==> config.mk <==
export PLATFORM = sky130hd
export DESIGN_NAME = gtrsc_top
export DESIGN_NICKNAME = d
export VERILOG_FILES = /design/src/design/gtrsc_pkg.sv /design/src/design/gtrsc_chan_check.sv /design/src/design/gtrsc_top.sv
export SDC_FILE = /design/constraint.sdc
export NUM_CORES = 1
export LEC_CHECK = 0
export BUFFER_PORTS_ARGS = -buffer_cell sky130_fd_sc_hd__buf_2
export CAP_MARGIN = 20
export CELL_PAD_IN_SITES_DETAIL_PLACEMENT = 0
export CELL_PAD_IN_SITES_GLOBAL_PLACEMENT = 1
export CORE_MARGIN = 3
export CORE_UTILIZATION = 35
export CTS_CLUSTER_SIZE = 24
export DETAILED_ROUTE_END_ITERATION = 16
export GPL_ROUTABILITY_DRIVEN = 0
export PLACE_DENSITY_LB_ADDON = 0.1
export SLEW_MARGIN = 20
export SYNTH_ARGS = -nofsm -noshare
export SYNTH_HDL_FRONTEND = slang
export SYNTH_SLANG_ARGS = --single-unit
==> constraint.sdc <==
create_clock -name pclk -period 6.2 [get_ports pclk]
set_input_delay 0.31 -clock pclk [delete_from_list [all_inputs] [get_ports pclk]]
set_output_delay 0.31 -clock pclk [all_outputs]
set_load 0.01 [all_outputs]
==> src/design/gtrsc_pkg.sv <==
package gtrsc_pkg;

    // Sizes
    localparam int NCH = 4;
    localparam int NGRP = 16;
    localparam int NMOD = 16;
    localparam int DW = 16;
    localparam int AW = 8;

    // Register offsets
    localparam logic [AW-1:0] OFF_CTRL = 8'h00;
    localparam logic [AW-1:0] OFF_STATUS = 8'h04;
    localparam logic [AW-1:0] OFF_CFG_BASE = 8'h10;
    localparam logic [AW-1:0] OFF_SV_BASE = 8'h20;
    localparam logic [AW-1:0] OFF_ERR_BASE = 8'h30;
    localparam logic [AW-1:0] OFF_BLOCK_MASK = 8'hF0;

    // Field positions
    localparam int CTRL_START_BIT = 0;
    localparam int CFG_W = 12;
    localparam int ST_ACTIVE_LSB = 0;
    localparam int ST_MASTER_LSB = 4;
    localparam int ST_ARMING_BIT = 8;
    localparam int ST_PFAIL_BIT = 9;
    localparam int ST_HALT_BIT = 10;
    localparam int ERR_HI_LSB = 16;

    // Values after reset
    localparam logic [CFG_W-1:0] CFG_RST = 12'h000;
    localparam logic [DW-1:0] SV_RST = 16'h0000;
    localparam logic [DW-1:0] ERR_HI_RST = 16'h7FFF;
    localparam logic [DW-1:0] ERR_LO_RST = 16'h8000;
    localparam logic [31:0] RDATA_RST = 32'h0000_0000;

    // Timing
    localparam int CLK_HZ = 25_000_000;
    localparam int LAG_MS = 250;
    localparam int PFAIL_MS = 4;
    localparam int LAG_CYCLES = LAG_MS * (CLK_HZ / 1000);
    localparam int PFAIL_CYCLES = PFAIL_MS * (CLK_HZ / 1000);
    localparam int LAG_CW = 23;
    localparam int PF_CW = 17;

    typedef enum logic [2:0] {
        CT_PID_REVERSE,
        CT_PID_DIRECT,
        CT_HC_AIR,
        CT_HC_WATER,
        CT_HC_LINEAR,
        CT_OTHER_5,
        CT_OTHER_6,
        CT_OTHER_7
    } gtrsc_ctype_t;

    typedef struct packed {
        logic manual;
        logic autotuning;
        logic run;
        logic pband_zero;
        gtrsc_ctype_t ctype;
        logic learn;
        logic [3:0] group;
    } gtrsc_cfg_t;

    typedef struct packed {
        logic signed [DW-1:0] measured_value;
        logic underscale;
        logic overscale;
        logic burnout;
        logic [DW-1:0] rise_time;
    } gtrsc_chan_in_t;

    typedef struct packed {
        logic [NGRP-1:0] ready;
        logic [NGRP-1:0] cancel;
        logic [NGRP-1:0] master;
        logic [NMOD-1:0] present;
    } gtrsc_peer_in_t;

    typedef struct packed {
        logic [NGRP-1:0] ready;
        logic [NGRP-1:0] cancel;
    } gtrsc_peer_out_t;

    typedef enum logic [1:0] {
        ST_IDLE,
        ST_ARM,
        ST_RISE
    } gtrsc_state_t;

endpackage : gtrsc_pkg

==> src/design/gtrsc_chan_check.sv <==
`timescale 1ns/100ps
`default_nettype none

module gtrsc_chan_check
    import gtrsc_pkg::*;
(
    input wire gtrsc_cfg_t cfg,
    input wire logic signed [DW-1:0] set_value,
    input wire logic signed [DW-1:0] err_hi,
    input wire logic signed [DW-1:0] err_lo,
    input wire gtrsc_chan_in_t chan,
    output logic qual,
    output logic cancel_cond,
    output logic reached
);

    logic mode_ok;
    logic type_ok;
    logic direct;
    logic input_ok;
    logic dir_ok;

    assign mode_ok = cfg.run && !cfg.autotuning && !cfg.manual;
    assign type_ok = (cfg.ctype inside {CT_PID_REVERSE, CT_PID_DIRECT, CT_HC_AIR,
                      CT_HC_WATER, CT_HC_LINEAR}) && !cfg.pband_zero;
    assign direct = (cfg.ctype == CT_PID_DIRECT);
    assign input_ok = !chan.underscale && !chan.overscale && !chan.burnout
                      && (chan.measured_value <= err_hi)
                      && (chan.measured_value >= err_lo);
    // Heat/cool falls in the rising branch only
    assign dir_ok = direct ? (set_value < chan.measured_value)
                           : (set_value > chan.measured_value);

    assign qual = mode_ok && type_ok && input_ok && dir_ok
                  && (cfg.group != 4'h0)
                  && !cfg.learn;

    // Error points themselves count as abnormal during a rise
    assign cancel_cond = !cfg.run || cfg.autotuning || cfg.manual
                         || cfg.pband_zero
                         || chan.underscale || chan.overscale || chan.burnout
                         || (chan.measured_value >= err_hi)
                         || (chan.measured_value <= err_lo);

    assign reached = direct ? (chan.measured_value <= set_value)
                            : (chan.measured_value >= set_value);

endmodule : gtrsc_chan_check

`default_nettype wire

==> src/design/gtrsc_top.sv <==
// Notes on behaviour
// - Group starts only when all members qualify
// - Nonzero group number needed to qualify
// - Learning setting must be zero
// - Control type PID or heat/cool PID
// - Input healthy and within error points
// - Set value on correct side at start
// - Heat/cool rises only upward
// - Slowest channel of group becomes master
// - Any member cancel stops whole group
// - Cancelled slave returns to normal control
// - Stop, autotuning or manual cancels
// - Proportional band zero cancels
// - Bad or out-of-range input cancels
// - Supply dip beyond 4 ms cancels
// - Fault-halt state cancels
// - Module insertion or removal cancels
// - Peer status awaited over 250 ms lag
// - Up to 16 peer modules tracked
//
// Implementation choices: the address map and the APB register port.
`timescale 1ns/100ps
`default_nettype none

module gtrsc_top
    import gtrsc_pkg::*;
#(
    parameter int unsigned LAG_CYC = LAG_CYCLES,
    parameter int unsigned PFAIL_CYC = PFAIL_CYCLES
) (
    input wire logic pclk,
    input wire logic presetn,
    input wire logic [AW-1:0] paddr,
    input wire logic psel,
    input wire logic penable,
    input wire logic pwrite,
    input wire logic [31:0] pwdata,
    output logic [31:0] prdata,
    output logic pready,
    output logic pslverr,
    input wire gtrsc_chan_in_t chan_in [NCH],
    input wire gtrsc_peer_in_t peer_in,
    input wire logic power_low,
    input wire logic fault_halt,
    output gtrsc_peer_out_t peer_out,
    output logic [NCH-1:0] sync_active,
    output logic [NCH-1:0] sync_master
);

    // Register file
    gtrsc_cfg_t cfg_q [NCH];
    gtrsc_cfg_t cfg_d [NCH];
    logic [DW-1:0] sv_q [NCH];
    logic [DW-1:0] sv_d [NCH];
    logic [DW-1:0] err_hi_q [NCH];
    logic [DW-1:0] err_hi_d [NCH];
    logic [DW-1:0] err_lo_q [NCH];
    logic [DW-1:0] err_lo_d [NCH];
    logic start_q;
    logic start_d;
    logic [31:0] prdata_q;
    logic [31:0] prdata_d;
    logic pready_q;
    logic pready_d;
    logic pslverr_q;
    logic pslverr_d;

    // Sequencing state
    gtrsc_state_t st_q [NCH];
    gtrsc_state_t st_d [NCH];
    logic [NCH-1:0] master_q;
    logic [NCH-1:0] master_d;
    logic [LAG_CW-1:0] lag_cnt_q;
    logic [LAG_CW-1:0] lag_cnt_d;
    logic [PF_CW-1:0] pf_cnt_q;
    logic [PF_CW-1:0] pf_cnt_d;
    logic [NMOD-1:0] present_q;
    logic [NMOD-1:0] present_d;
    logic halt_q;
    logic halt_d;
    gtrsc_peer_out_t peer_out_q;
    gtrsc_peer_out_t peer_out_d;
    logic [NCH-1:0] active_q;
    logic [NCH-1:0] active_d;

    // Per-channel checks
    logic [NCH-1:0] qual;
    logic [NCH-1:0] cancel_cond;
    logic [NCH-1:0] reached;

    // Group summaries
    logic [NGRP-1:0] local_ok;
    logic [NGRP-1:0] grp_ok;
    logic [NGRP-1:0] local_cancel;
    logic [NGRP-1:0] grp_cancel;
    logic [NGRP-1:0] grp_reached;
    logic pf_long;
    logic mod_change;
    logic global_cancel;
    logic any_arm;
    logic lag_done;
    logic [NCH-1:0] is_master;

    // Bus decode
    logic setup_acc;
    logic wr_en;
    logic [1:0] sel_ch;
    logic [3:0] sel_blk;
    logic hit;

    for (genvar c = 0; c < NCH; c++) begin : g_chk
        gtrsc_chan_check u_chk (
            .cfg(cfg_q[c]),
            .set_value(sv_q[c]),
            .err_hi(err_hi_q[c]),
            .err_lo(err_lo_q[c]),
            .chan(chan_in[c]),
            .qual(qual[c]),
            .cancel_cond(cancel_cond[c]),
            .reached(reached[c])
        );
    end

    // APB slave, one wait state
    assign setup_acc = psel && penable && !pready_q;
    assign wr_en = psel && penable && pready_q && pwrite;
    assign sel_ch = paddr[3:2];
    assign sel_blk = paddr[7:4];
    assign hit = (paddr[1:0] == 2'b00)
                 && ((paddr == OFF_CTRL) || (paddr == OFF_STATUS)
                     || ((paddr & OFF_BLOCK_MASK) == OFF_CFG_BASE)
                     || ((paddr & OFF_BLOCK_MASK) == OFF_SV_BASE)
                     || ((paddr & OFF_BLOCK_MASK) == OFF_ERR_BASE));

    always_comb begin
        pready_d = setup_acc;
        pslverr_d = setup_acc && !hit;
        prdata_d = prdata_q;
        start_d = 1'b0;
        for (int c = 0; c < NCH; c++) begin
            cfg_d[c] = cfg_q[c];
            sv_d[c] = sv_q[c];
            err_hi_d[c] = err_hi_q[c];
            err_lo_d[c] = err_lo_q[c];
        end
        if (setup_acc) begin
            prdata_d = RDATA_RST;
            if (!pwrite && hit) begin
                if (paddr == OFF_STATUS) begin
                    prdata_d[ST_ACTIVE_LSB +: NCH] = active_q;
                    prdata_d[ST_MASTER_LSB +: NCH] = master_q;
                    prdata_d[ST_ARMING_BIT] = any_arm;
                    prdata_d[ST_PFAIL_BIT] = pf_long;
                    prdata_d[ST_HALT_BIT] = halt_q;
                end else if (sel_blk == OFF_CFG_BASE[7:4]) begin
                    prdata_d[CFG_W-1:0] = cfg_q[sel_ch];
                end else if (sel_blk == OFF_SV_BASE[7:4]) begin
                    prdata_d[DW-1:0] = sv_q[sel_ch];
                end else if (sel_blk == OFF_ERR_BASE[7:4]) begin
                    prdata_d[DW-1:0] = err_lo_q[sel_ch];
                    prdata_d[ERR_HI_LSB +: DW] = err_hi_q[sel_ch];
                end
            end
        end
        if (wr_en && hit) begin
            if (paddr == OFF_CTRL) begin
                start_d = pwdata[CTRL_START_BIT];
            end else if (sel_blk == OFF_CFG_BASE[7:4]) begin
                cfg_d[sel_ch] = gtrsc_cfg_t'(pwdata[CFG_W-1:0]);
            end else if (sel_blk == OFF_SV_BASE[7:4]) begin
                sv_d[sel_ch] = pwdata[DW-1:0];
            end else if (sel_blk == OFF_ERR_BASE[7:4]) begin
                err_lo_d[sel_ch] = pwdata[DW-1:0];
                err_hi_d[sel_ch] = pwdata[ERR_HI_LSB +: DW];
            end
        end
    end

    always_ff @(posedge pclk or negedge presetn) begin
        if (!presetn) begin
            pready_q <= 1'b0;
            pslverr_q <= 1'b0;
            prdata_q <= RDATA_RST;
            start_q <= 1'b0;
            for (int c = 0; c < NCH; c++) begin
                cfg_q[c] <= gtrsc_cfg_t'(CFG_RST);
                sv_q[c] <= SV_RST;
                err_hi_q[c] <= ERR_HI_RST;
                err_lo_q[c] <= ERR_LO_RST;
            end
        end else begin
            pready_q <= pready_d;
            pslverr_q <= pslverr_d;
            prdata_q <= prdata_d;
            start_q <= start_d;
            for (int c = 0; c < NCH; c++) begin
                cfg_q[c] <= cfg_d[c];
                sv_q[c] <= sv_d[c];
                err_hi_q[c] <= err_hi_d[c];
                err_lo_q[c] <= err_lo_d[c];
            end
        end
    end

    // Global cancel sources
    assign pf_long = (pf_cnt_q == PF_CW'(PFAIL_CYC));
    assign mod_change = (present_q != peer_in.present);
    assign global_cancel = pf_long || halt_q || mod_change;

    always_comb begin
        present_d = peer_in.present;
        halt_d = fault_halt;
        pf_cnt_d = '0;
        if (power_low) begin
            pf_cnt_d = pf_long ? pf_cnt_q : pf_cnt_q + PF_CW'(1);
        end
    end

    // Group summaries
    always_comb begin
        logic [3:0] g;
        g = 4'h0;
        local_ok = '1;
        local_cancel = '0;
        grp_reached = '1;
        for (int c = 0; c < NCH; c++) begin
            g = cfg_q[c].group;
            if (!qual[c]) begin
                local_ok[g] = 1'b0;
            end
            if (st_q[c] != ST_IDLE && cancel_cond[c]) begin
                local_cancel[g] = 1'b1;
            end
            if (st_q[c] == ST_RISE && !reached[c]) begin
                grp_reached[g] = 1'b0;
            end
        end
        local_ok[0] = 1'b0;
        grp_ok = local_ok & peer_in.ready;
        grp_cancel = local_cancel | peer_in.cancel | {NGRP{global_cancel}};
    end

    // Slowest local channel per group, unless a peer already leads
    always_comb begin
        is_master = '0;
        for (int c = 0; c < NCH; c++) begin
            is_master[c] = !peer_in.master[cfg_q[c].group];
            for (int o = 0; o < NCH; o++) begin
                if (o != c && cfg_q[o].group == cfg_q[c].group && st_q[o] == ST_ARM
                    && ((chan_in[o].rise_time > chan_in[c].rise_time)
                        || (chan_in[o].rise_time == chan_in[c].rise_time && o < c))) begin
                    is_master[c] = 1'b0;
                end
            end
        end
    end

    assign lag_done = (lag_cnt_q == LAG_CW'(LAG_CYC - 1));

    // Channel sequencing
    always_comb begin
        logic [3:0] g;
        g = 4'h0;
        any_arm = 1'b0;
        for (int c = 0; c < NCH; c++) begin
            g = cfg_q[c].group;
            st_d[c] = st_q[c];
            master_d[c] = master_q[c];
            unique case (st_q[c])
                ST_IDLE: begin
                    master_d[c] = 1'b0;
                    if (start_q && grp_ok[g] && !grp_cancel[g]) begin
                        st_d[c] = ST_ARM;
                    end
                end
                ST_ARM: begin
                    any_arm = 1'b1;
                    if (grp_cancel[g]) begin
                        st_d[c] = ST_IDLE;
                    end else if (lag_done) begin
                        if (grp_ok[g]) begin
                            st_d[c] = ST_RISE;
                            master_d[c] = is_master[c];
                        end else begin
                            st_d[c] = ST_IDLE;
                        end
                    end
                end
                ST_RISE: begin
                    if (grp_cancel[g] || grp_reached[g]) begin
                        st_d[c] = ST_IDLE;
                        master_d[c] = 1'b0;
                    end
                end
                default: begin
                    st_d[c] = ST_IDLE;
                    master_d[c] = 1'b0;
                end
            endcase
        end
        lag_cnt_d = '0;
        if (any_arm && !start_q && !lag_done) begin
            lag_cnt_d = lag_cnt_q + LAG_CW'(1);
        end
        for (int c = 0; c < NCH; c++) begin
            active_d[c] = (st_d[c] == ST_RISE);
        end
        peer_out_d.ready = local_ok;
        peer_out_d.cancel = local_cancel | {NGRP{global_cancel}};
    end

    always_ff @(posedge pclk or negedge presetn) begin
        if (!presetn) begin
            for (int c = 0; c < NCH; c++) begin
                st_q[c] <= ST_IDLE;
            end
            master_q <= '0;
            active_q <= '0;
            lag_cnt_q <= '0;
            pf_cnt_q <= '0;
            present_q <= '0;
            halt_q <= 1'b0;
            peer_out_q <= '0;
        end else begin
            for (int c = 0; c < NCH; c++) begin
                st_q[c] <= st_d[c];
            end
            master_q <= master_d;
            active_q <= active_d;
            lag_cnt_q <= lag_cnt_d;
            pf_cnt_q <= pf_cnt_d;
            present_q <= present_d;
            halt_q <= halt_d;
            peer_out_q <= peer_out_d;
        end
    end

    assign prdata = prdata_q;
    assign pready = pready_q;
    assign pslverr = pslverr_q;
    assign peer_out = peer_out_q;
    assign sync_active = active_q;
    assign sync_master = master_q;

endmodule : gtrsc_top

`default_nettype wire
==> results of run 1 <==
==> power by group <==
group | total [mW] | switching (mW) | internal (mW) | leakage (nW)
clock | 3.10 | 1.25 | 1.85 | 0.871
sequential | 2.49 | 0.00683 | 2.49 | 4.55
combinational | 0.718 | 0.450 | 0.268 | 9.88
==> cells in the final DEF (no fill, tap or decap), types with 50 or more instances in the layout <==
master     instances
o22ai_1           63
nand4_1           84
buf_4             50
nand2_1          265
buf_2            320
dfstp_2           64
a21oi_1          121
clkbuf_16         51
ha_1             291
inv_1            271
nor3_1            79
nor2_1           176
o21ai_0          171
mux4_2            88
dfrtp_1          315
mux2_2           149
nor2b_1           51
==> layout make-up <==
cell class,count,area [µm²],area share [%]
Antenna cell,3,7.51,0.0225
Sequential cell,379,9560,28.6
Multi-Input combinational cell,2199,17300,51.8
Clock inverter,25,279,0.836
Tap cell,1050,1310,3.94
Inverter,272,1020,3.06
Clock buffer,69,1480,4.44
Timing Repair Buffer,410,2410,7.22
==> cell families (layout without fill, tap and decap cells) <==
kind of cell,count (synthesis),after routing,share of synthesized area [%]
flip-flops,379,379,33.7
AND/OR/NAND/NOR,938,938,17.0
multiplexers,257,257,13.6
other,1,4,0.0132
buffers and inverters,404,776,5.43
AO/OA/AOI/OAI,631,631,14.8
adder cells (fa/ha/maj),291,291,12.8
XOR/XNOR,81,81,2.50
==> stage by stage <==
step	worst slack, ns	std cells
after floorplan	1.95	2982
after global placement	0.571	4274
after detailed placement	0.491	4274
after CTS	0.533	4403
after global routing	0.262	4407
final	0.459	4407
==> worst paths after layout <==
check | start | to | slack [ns]
hold reg to reg | lag_cnt_q[0] | lag_cnt_q[0] | 0.47
min in group asynchronous | presetn | present_q[12] | 0.45
max in group asynchronous | presetn | cfg_q[44] | 4.30
hold / removal | pwdata[16] | err_hi_q[48] | 0.02
setup reg to reg | err_hi_q[55] | sync_master[1] | 0.46
setup / recovery | err_hi_q[55] | sync_master[1] | 0.46
==> flip-flops by register name (all words and copies together), names as in the netlist, 16 cells and up <==
name	count
err_hi_q	64
err_lo_q	64
sv_q	64
cfg_q	48
prdata	32
peer_out	31
lag_cnt_q	23
pf_cnt_q	17
present_q	16
==> per-layer routing <==
metal | up-vias | GRT usage [%] | wire length (µm)
met2 | 1321 | 47.8 | 58500
met3 | 327 | 5.36 | 9370
met5 | - | 0 | 0
met1 | 13013 | 37.3 | 51600
met4 | 0 | 12.1 | 6370
li1 | 11623 | - | -
==> impl_metrics.yaml, run 1 <==
setup_path:
  critPathLaunchType: "flop"
  crit_cells: 14
  worst-path-buf-inv: 1
  critical-path-top-delay-family: "compound AO/OA/AOI/OAI gates"
  crit_chain: "inv_1 -> ha_1 -> nand4_1 -> a2111o_1 -> a31oi_1 -> o2111a_1 -> nor3_1 -> or4_1 -> or2_2 -> mux4_2 -> o2bb2ai_1 -> a221oi_1 -> nor4_1 -> a211oi_1"
  cp_slowest_cell: "o2111a_1"
  worst_setup_path_end_kind: "flop"
  cp.arrival_ns: 6.22
  max_stage_delay_ns: 1.02
  cp_data_required_time_ns: 6.68
  reg2reg_depth: 14
  critPathKind: "flop to flop"
  critical_path.max_fanout: 14
synth:
  yosysMostFrequentCell: "dfrtp_1"
  synth_commonest_cells: "dfrtp_1 (315), ha_1 (291), inv_1 (271)"
  syn_avg_cell_area_um2: 9.51
  synth_fp_nets: 3524
  netlist_area_um2: 28300
  yosysTopAreaCell: "dfrtp_1"
  ys_seq_elements: 379
  synthTopCellsByArea: "dfrtp_1 (28%), ha_1 (13%), mux4_2 (7.0%)"
  synthFlopType: "dfrtp_1"
  syn_inst: 2982
  yosysSeqAreaShare_pct: 33.7
  synth_edf_count: 0
  ys_warn_count: 0
  async_flop_share_pct: 100
  synth_cell_types: 95
  yosysTopAreaCellShare_pct: 27.8
route:
  vias: 26284
  routedWlPerCell_um: 28.5
  wirelength_um: 126000
  viasPerCell: 5.96
  drt_pass1_iterations: 6
  drc: 0
  first_iter_violations: 2372
  antenna_left: 0
cells_and_area:
  final_nets: 3854
  syn2layout_area_growth_pct: 17.8
  drive_above_1_share_pct: 24.5
  postLayoutCellArea_um2: 33400
  nFillCells: 7935
  fin_util_pct: 41.9
timing:
  fin_skew_ns: 0.0300
  rsz0062_at_grt: "no"
  min_period_ns: 5.74
  worst_hold_slack_ns: 0.0239
  maxSlewViolCount: 0
  min_period_over_period_pct: 92.6
  slew_headroom_pct: 21.1
  hold_viol_final: 0
  fin_setup_tns_ns: 0
  tightestPinTransition_ns: 1.18
  fmax_mhz: 174
  setup_violations: 0
run_status:
  status: "finished clean"
min_path:
  min_path_type: "input port to flop"
  min_delay_path_depth: 2
die:
  die_x_um: 291
  ios: 325
  die_area_um2: 84400
  rows: 103
  die_height_um: 291
  core_region_area_um2: 79600
  start_util_pct: 35.6
pwr:
  cellPowerDensity_nw_per_um2: 189
  p_leak_nw: 15.3
  power_mw: 6.31
  ir_drop_mv: 0.210
cts:
  htreeDepth: 2
  post-cts-setup-buffers: 0
  clk_pin_slew_ns: 0.06
  cts_buffers: 50
  ctsResizeCount: 0
  clock_sinks: 379
  cts_tree: "built"
  cts_root_buf: "clkbuf_16"
  clk_path_buf_depth: 3
  clock_latency_ns: 0.63
  hold_buffers: 35
grt:
  grt_pass1_vias: 26526
  grt_max_degree: 153
  grt_pass1_wl_um: 182000
  antenna_found_initial: 4
  grt-ovfl-total: 0
  gr-usage-all-layers_pct: 28.9
placed_design:
  dpl_cell_area_um2: 31200
  hpwl_um: 98700
  numPortBuffers: 322
job:
  max_cap_violations: 0
(Power assumes the default switching activity.)
==> inputs of run 2 (changes only) <==
CORE_UTILIZATION = 50   (was 35)
==> impl_metrics.yaml, run 2 (synthesis results as in run 1) <==
timing:
  fin_setup_tns_ns: 0
  min_period_over_period_pct: 90.7
  rsz0062_at_grt: "no"
  min_period_ns: 5.62
  maxSlewViolCount: 0
  fmax_mhz: 178
  setup_violations: 0
  fin_skew_ns: 0.0214
  hold_viol_final: 0
  finalWorstSetupSlack_ns: 0.580
  tightestPinTransition_ns: 1.10
  slew_headroom_pct: 26.4
route:
  routedWlPerCell_um: 27.1
  viasPerCell: 6.43
  first_iter_violations: 3292
  drc: 0
  wirelength_um: 112000
  antenna_left: 0
  drt_pass1_iterations: 11
  vias: 26574
cts:
  cts_root_buf: "clkbuf_16"
  htreeDepth: 2
  post-cts-setup-buffers: 0
  clk_path_buf_depth: 3
  cts_buffers: 46
  ctsResizeCount: 0
  clk_pin_slew_ns: 0.06
  hold_buffers: 36
  clock_sinks: 379
  clock_latency_ns: 0.63
  cts_tree: "built"
run_status:
  status: "finished clean"
grt:
  grt_pass1_vias: 26635
  gr-usage-all-layers_pct: 37.0
  grt_max_degree: 134
  grt_pass1_wl_um: 166000
  antenna_found_initial: 3
  grt-ovfl-total: 0
cells_and_area:
  layout_common_cells: "buf_2 (321), dfrtp_1 (315), ha_1 (291)"
  nFillCells: 4969
  final_nets: 3884
  biggestRegsByFlops: "err_hi_q: 64 flops, err_lo_q: 64 flops, sv_q: 64 flops"
  layout_commonest_cell: "buf_2"
  fin_util_pct: 59.5
  drive_above_1_share_pct: 24.8
  syn2layout_area_growth_pct: 16.7
setup_path:
  critPathKind: "flop to flop"
  critical_path.max_fanout: 13
  cp_data_required_time_ns: 6.73
  worst_setup_path_end_kind: "flop"
  cp.arrival_ns: 6.15
  critPathLaunchType: "flop"
die:
  die_height_um: 244
  rows: 86
  die_x_um: 244
  start_util_pct: 51.0
  ios: 325
  die_area_um2: 59600
  core_region_area_um2: 55600
min_path:
  min_path_type: "input port to flop"
pwr:
  cellPowerDensity_nw_per_um2: 182
  ir_drop_mv: 0.222
  power_mw: 6.01
  p_leak_nw: 15.4
placed_design:
  post-place-ws_ns: 0.719
  hpwl_um: 85200
  numPortBuffers: 322
job:
  max_cap_violations: 0
[run 2: cell types whose count changed in the layout (fill, tap and decap cells not counted), sizes merged, moves of 2 or more]
cell      previous run  this run
clkinv              16        13
buf                374       408
bufinv               4         2
clkinvlp             4         0
[run 2: routing by layer]
layer | routed length (µm) | share of wire, % | global-route usage, %
met1 | 41800 | 37 | 44.8
met2 | 51300 | 46 | 59.9
met3 | 10500 | 9.4 | 9.41
met4 | 8240 | 7.4 | 21.8
met5 | 0 | 0 | 0
[run 2: worst max-delay path: stages, from the launching register on]
cell	delay [ns]
dfrtp_1	0.41
ha_1	0.39
nand4_1	0.27
or2_2	0.41
a2111oi_2	0.38
o31a_1	0.50
a2bb2oi_1	0.20
o211a_1	0.68
o22ai_1	0.22
or3_1	0.45
o22a_1	0.23
a31oi_1	0.25
buf_4	0.17
nand4_1	0.24
or3b_1	0.47
a211oi_2	0.24
[run 2: report_power, final]
group / internal, mW / switching [mW]
clock network: 1.64 / 1.17
registers: 2.49 / 0.00675
logic: 0.273 / 0.428
total: 4.40 / 1.60
[run 2: final cells by class]
cell class,instances,area (µm²),share of cell area (%)
Antenna cell,3,7.51,0.0227
Clock buffer,71,1400,4.22
Clock inverter,15,190,0.575
Inverter,272,1020,3.09
Multi-Input combinational cell,2199,17300,52.3
Sequential cell,379,9560,28.9
Tap cell,748,936,2.83
Timing Repair Buffer,444,2670,8.06
[run 2: worst paths after layout]
check	from	endpoint	slack (ns)	cells past startpoint
max	sv_q[31]	st_q[2]	0.58	15
min	pwdata[12]	sv_q[12]	0.03	3
max reg2reg	sv_q[31]	st_q[2]	0.58	15
min reg2reg	lag_cnt_q[0]	lag_cnt_q[0]	0.46	1
max in group asynchronous	presetn	err_lo_q[7]	4.52	3
min in group asynchronous	presetn	lag_cnt_q[8]	0.31	2
[run 2: per-stage QoR]
| step | std cells | hold WS [ns] | area (µm²) |
|---|---|---|---|
| after floorplan | 2982 | 0.0144 | 28300 |
| after global placement | 4005 | 0.420 | 31100 |
| after global routing | 4131 | 0.0215 | 33100 |
| final | 4131 | 0.0300 | 33100 |
| after detailed placement | 4005 | 0.427 | 31100 |
| after CTS | 4127 | 0.0109 | 33100 |
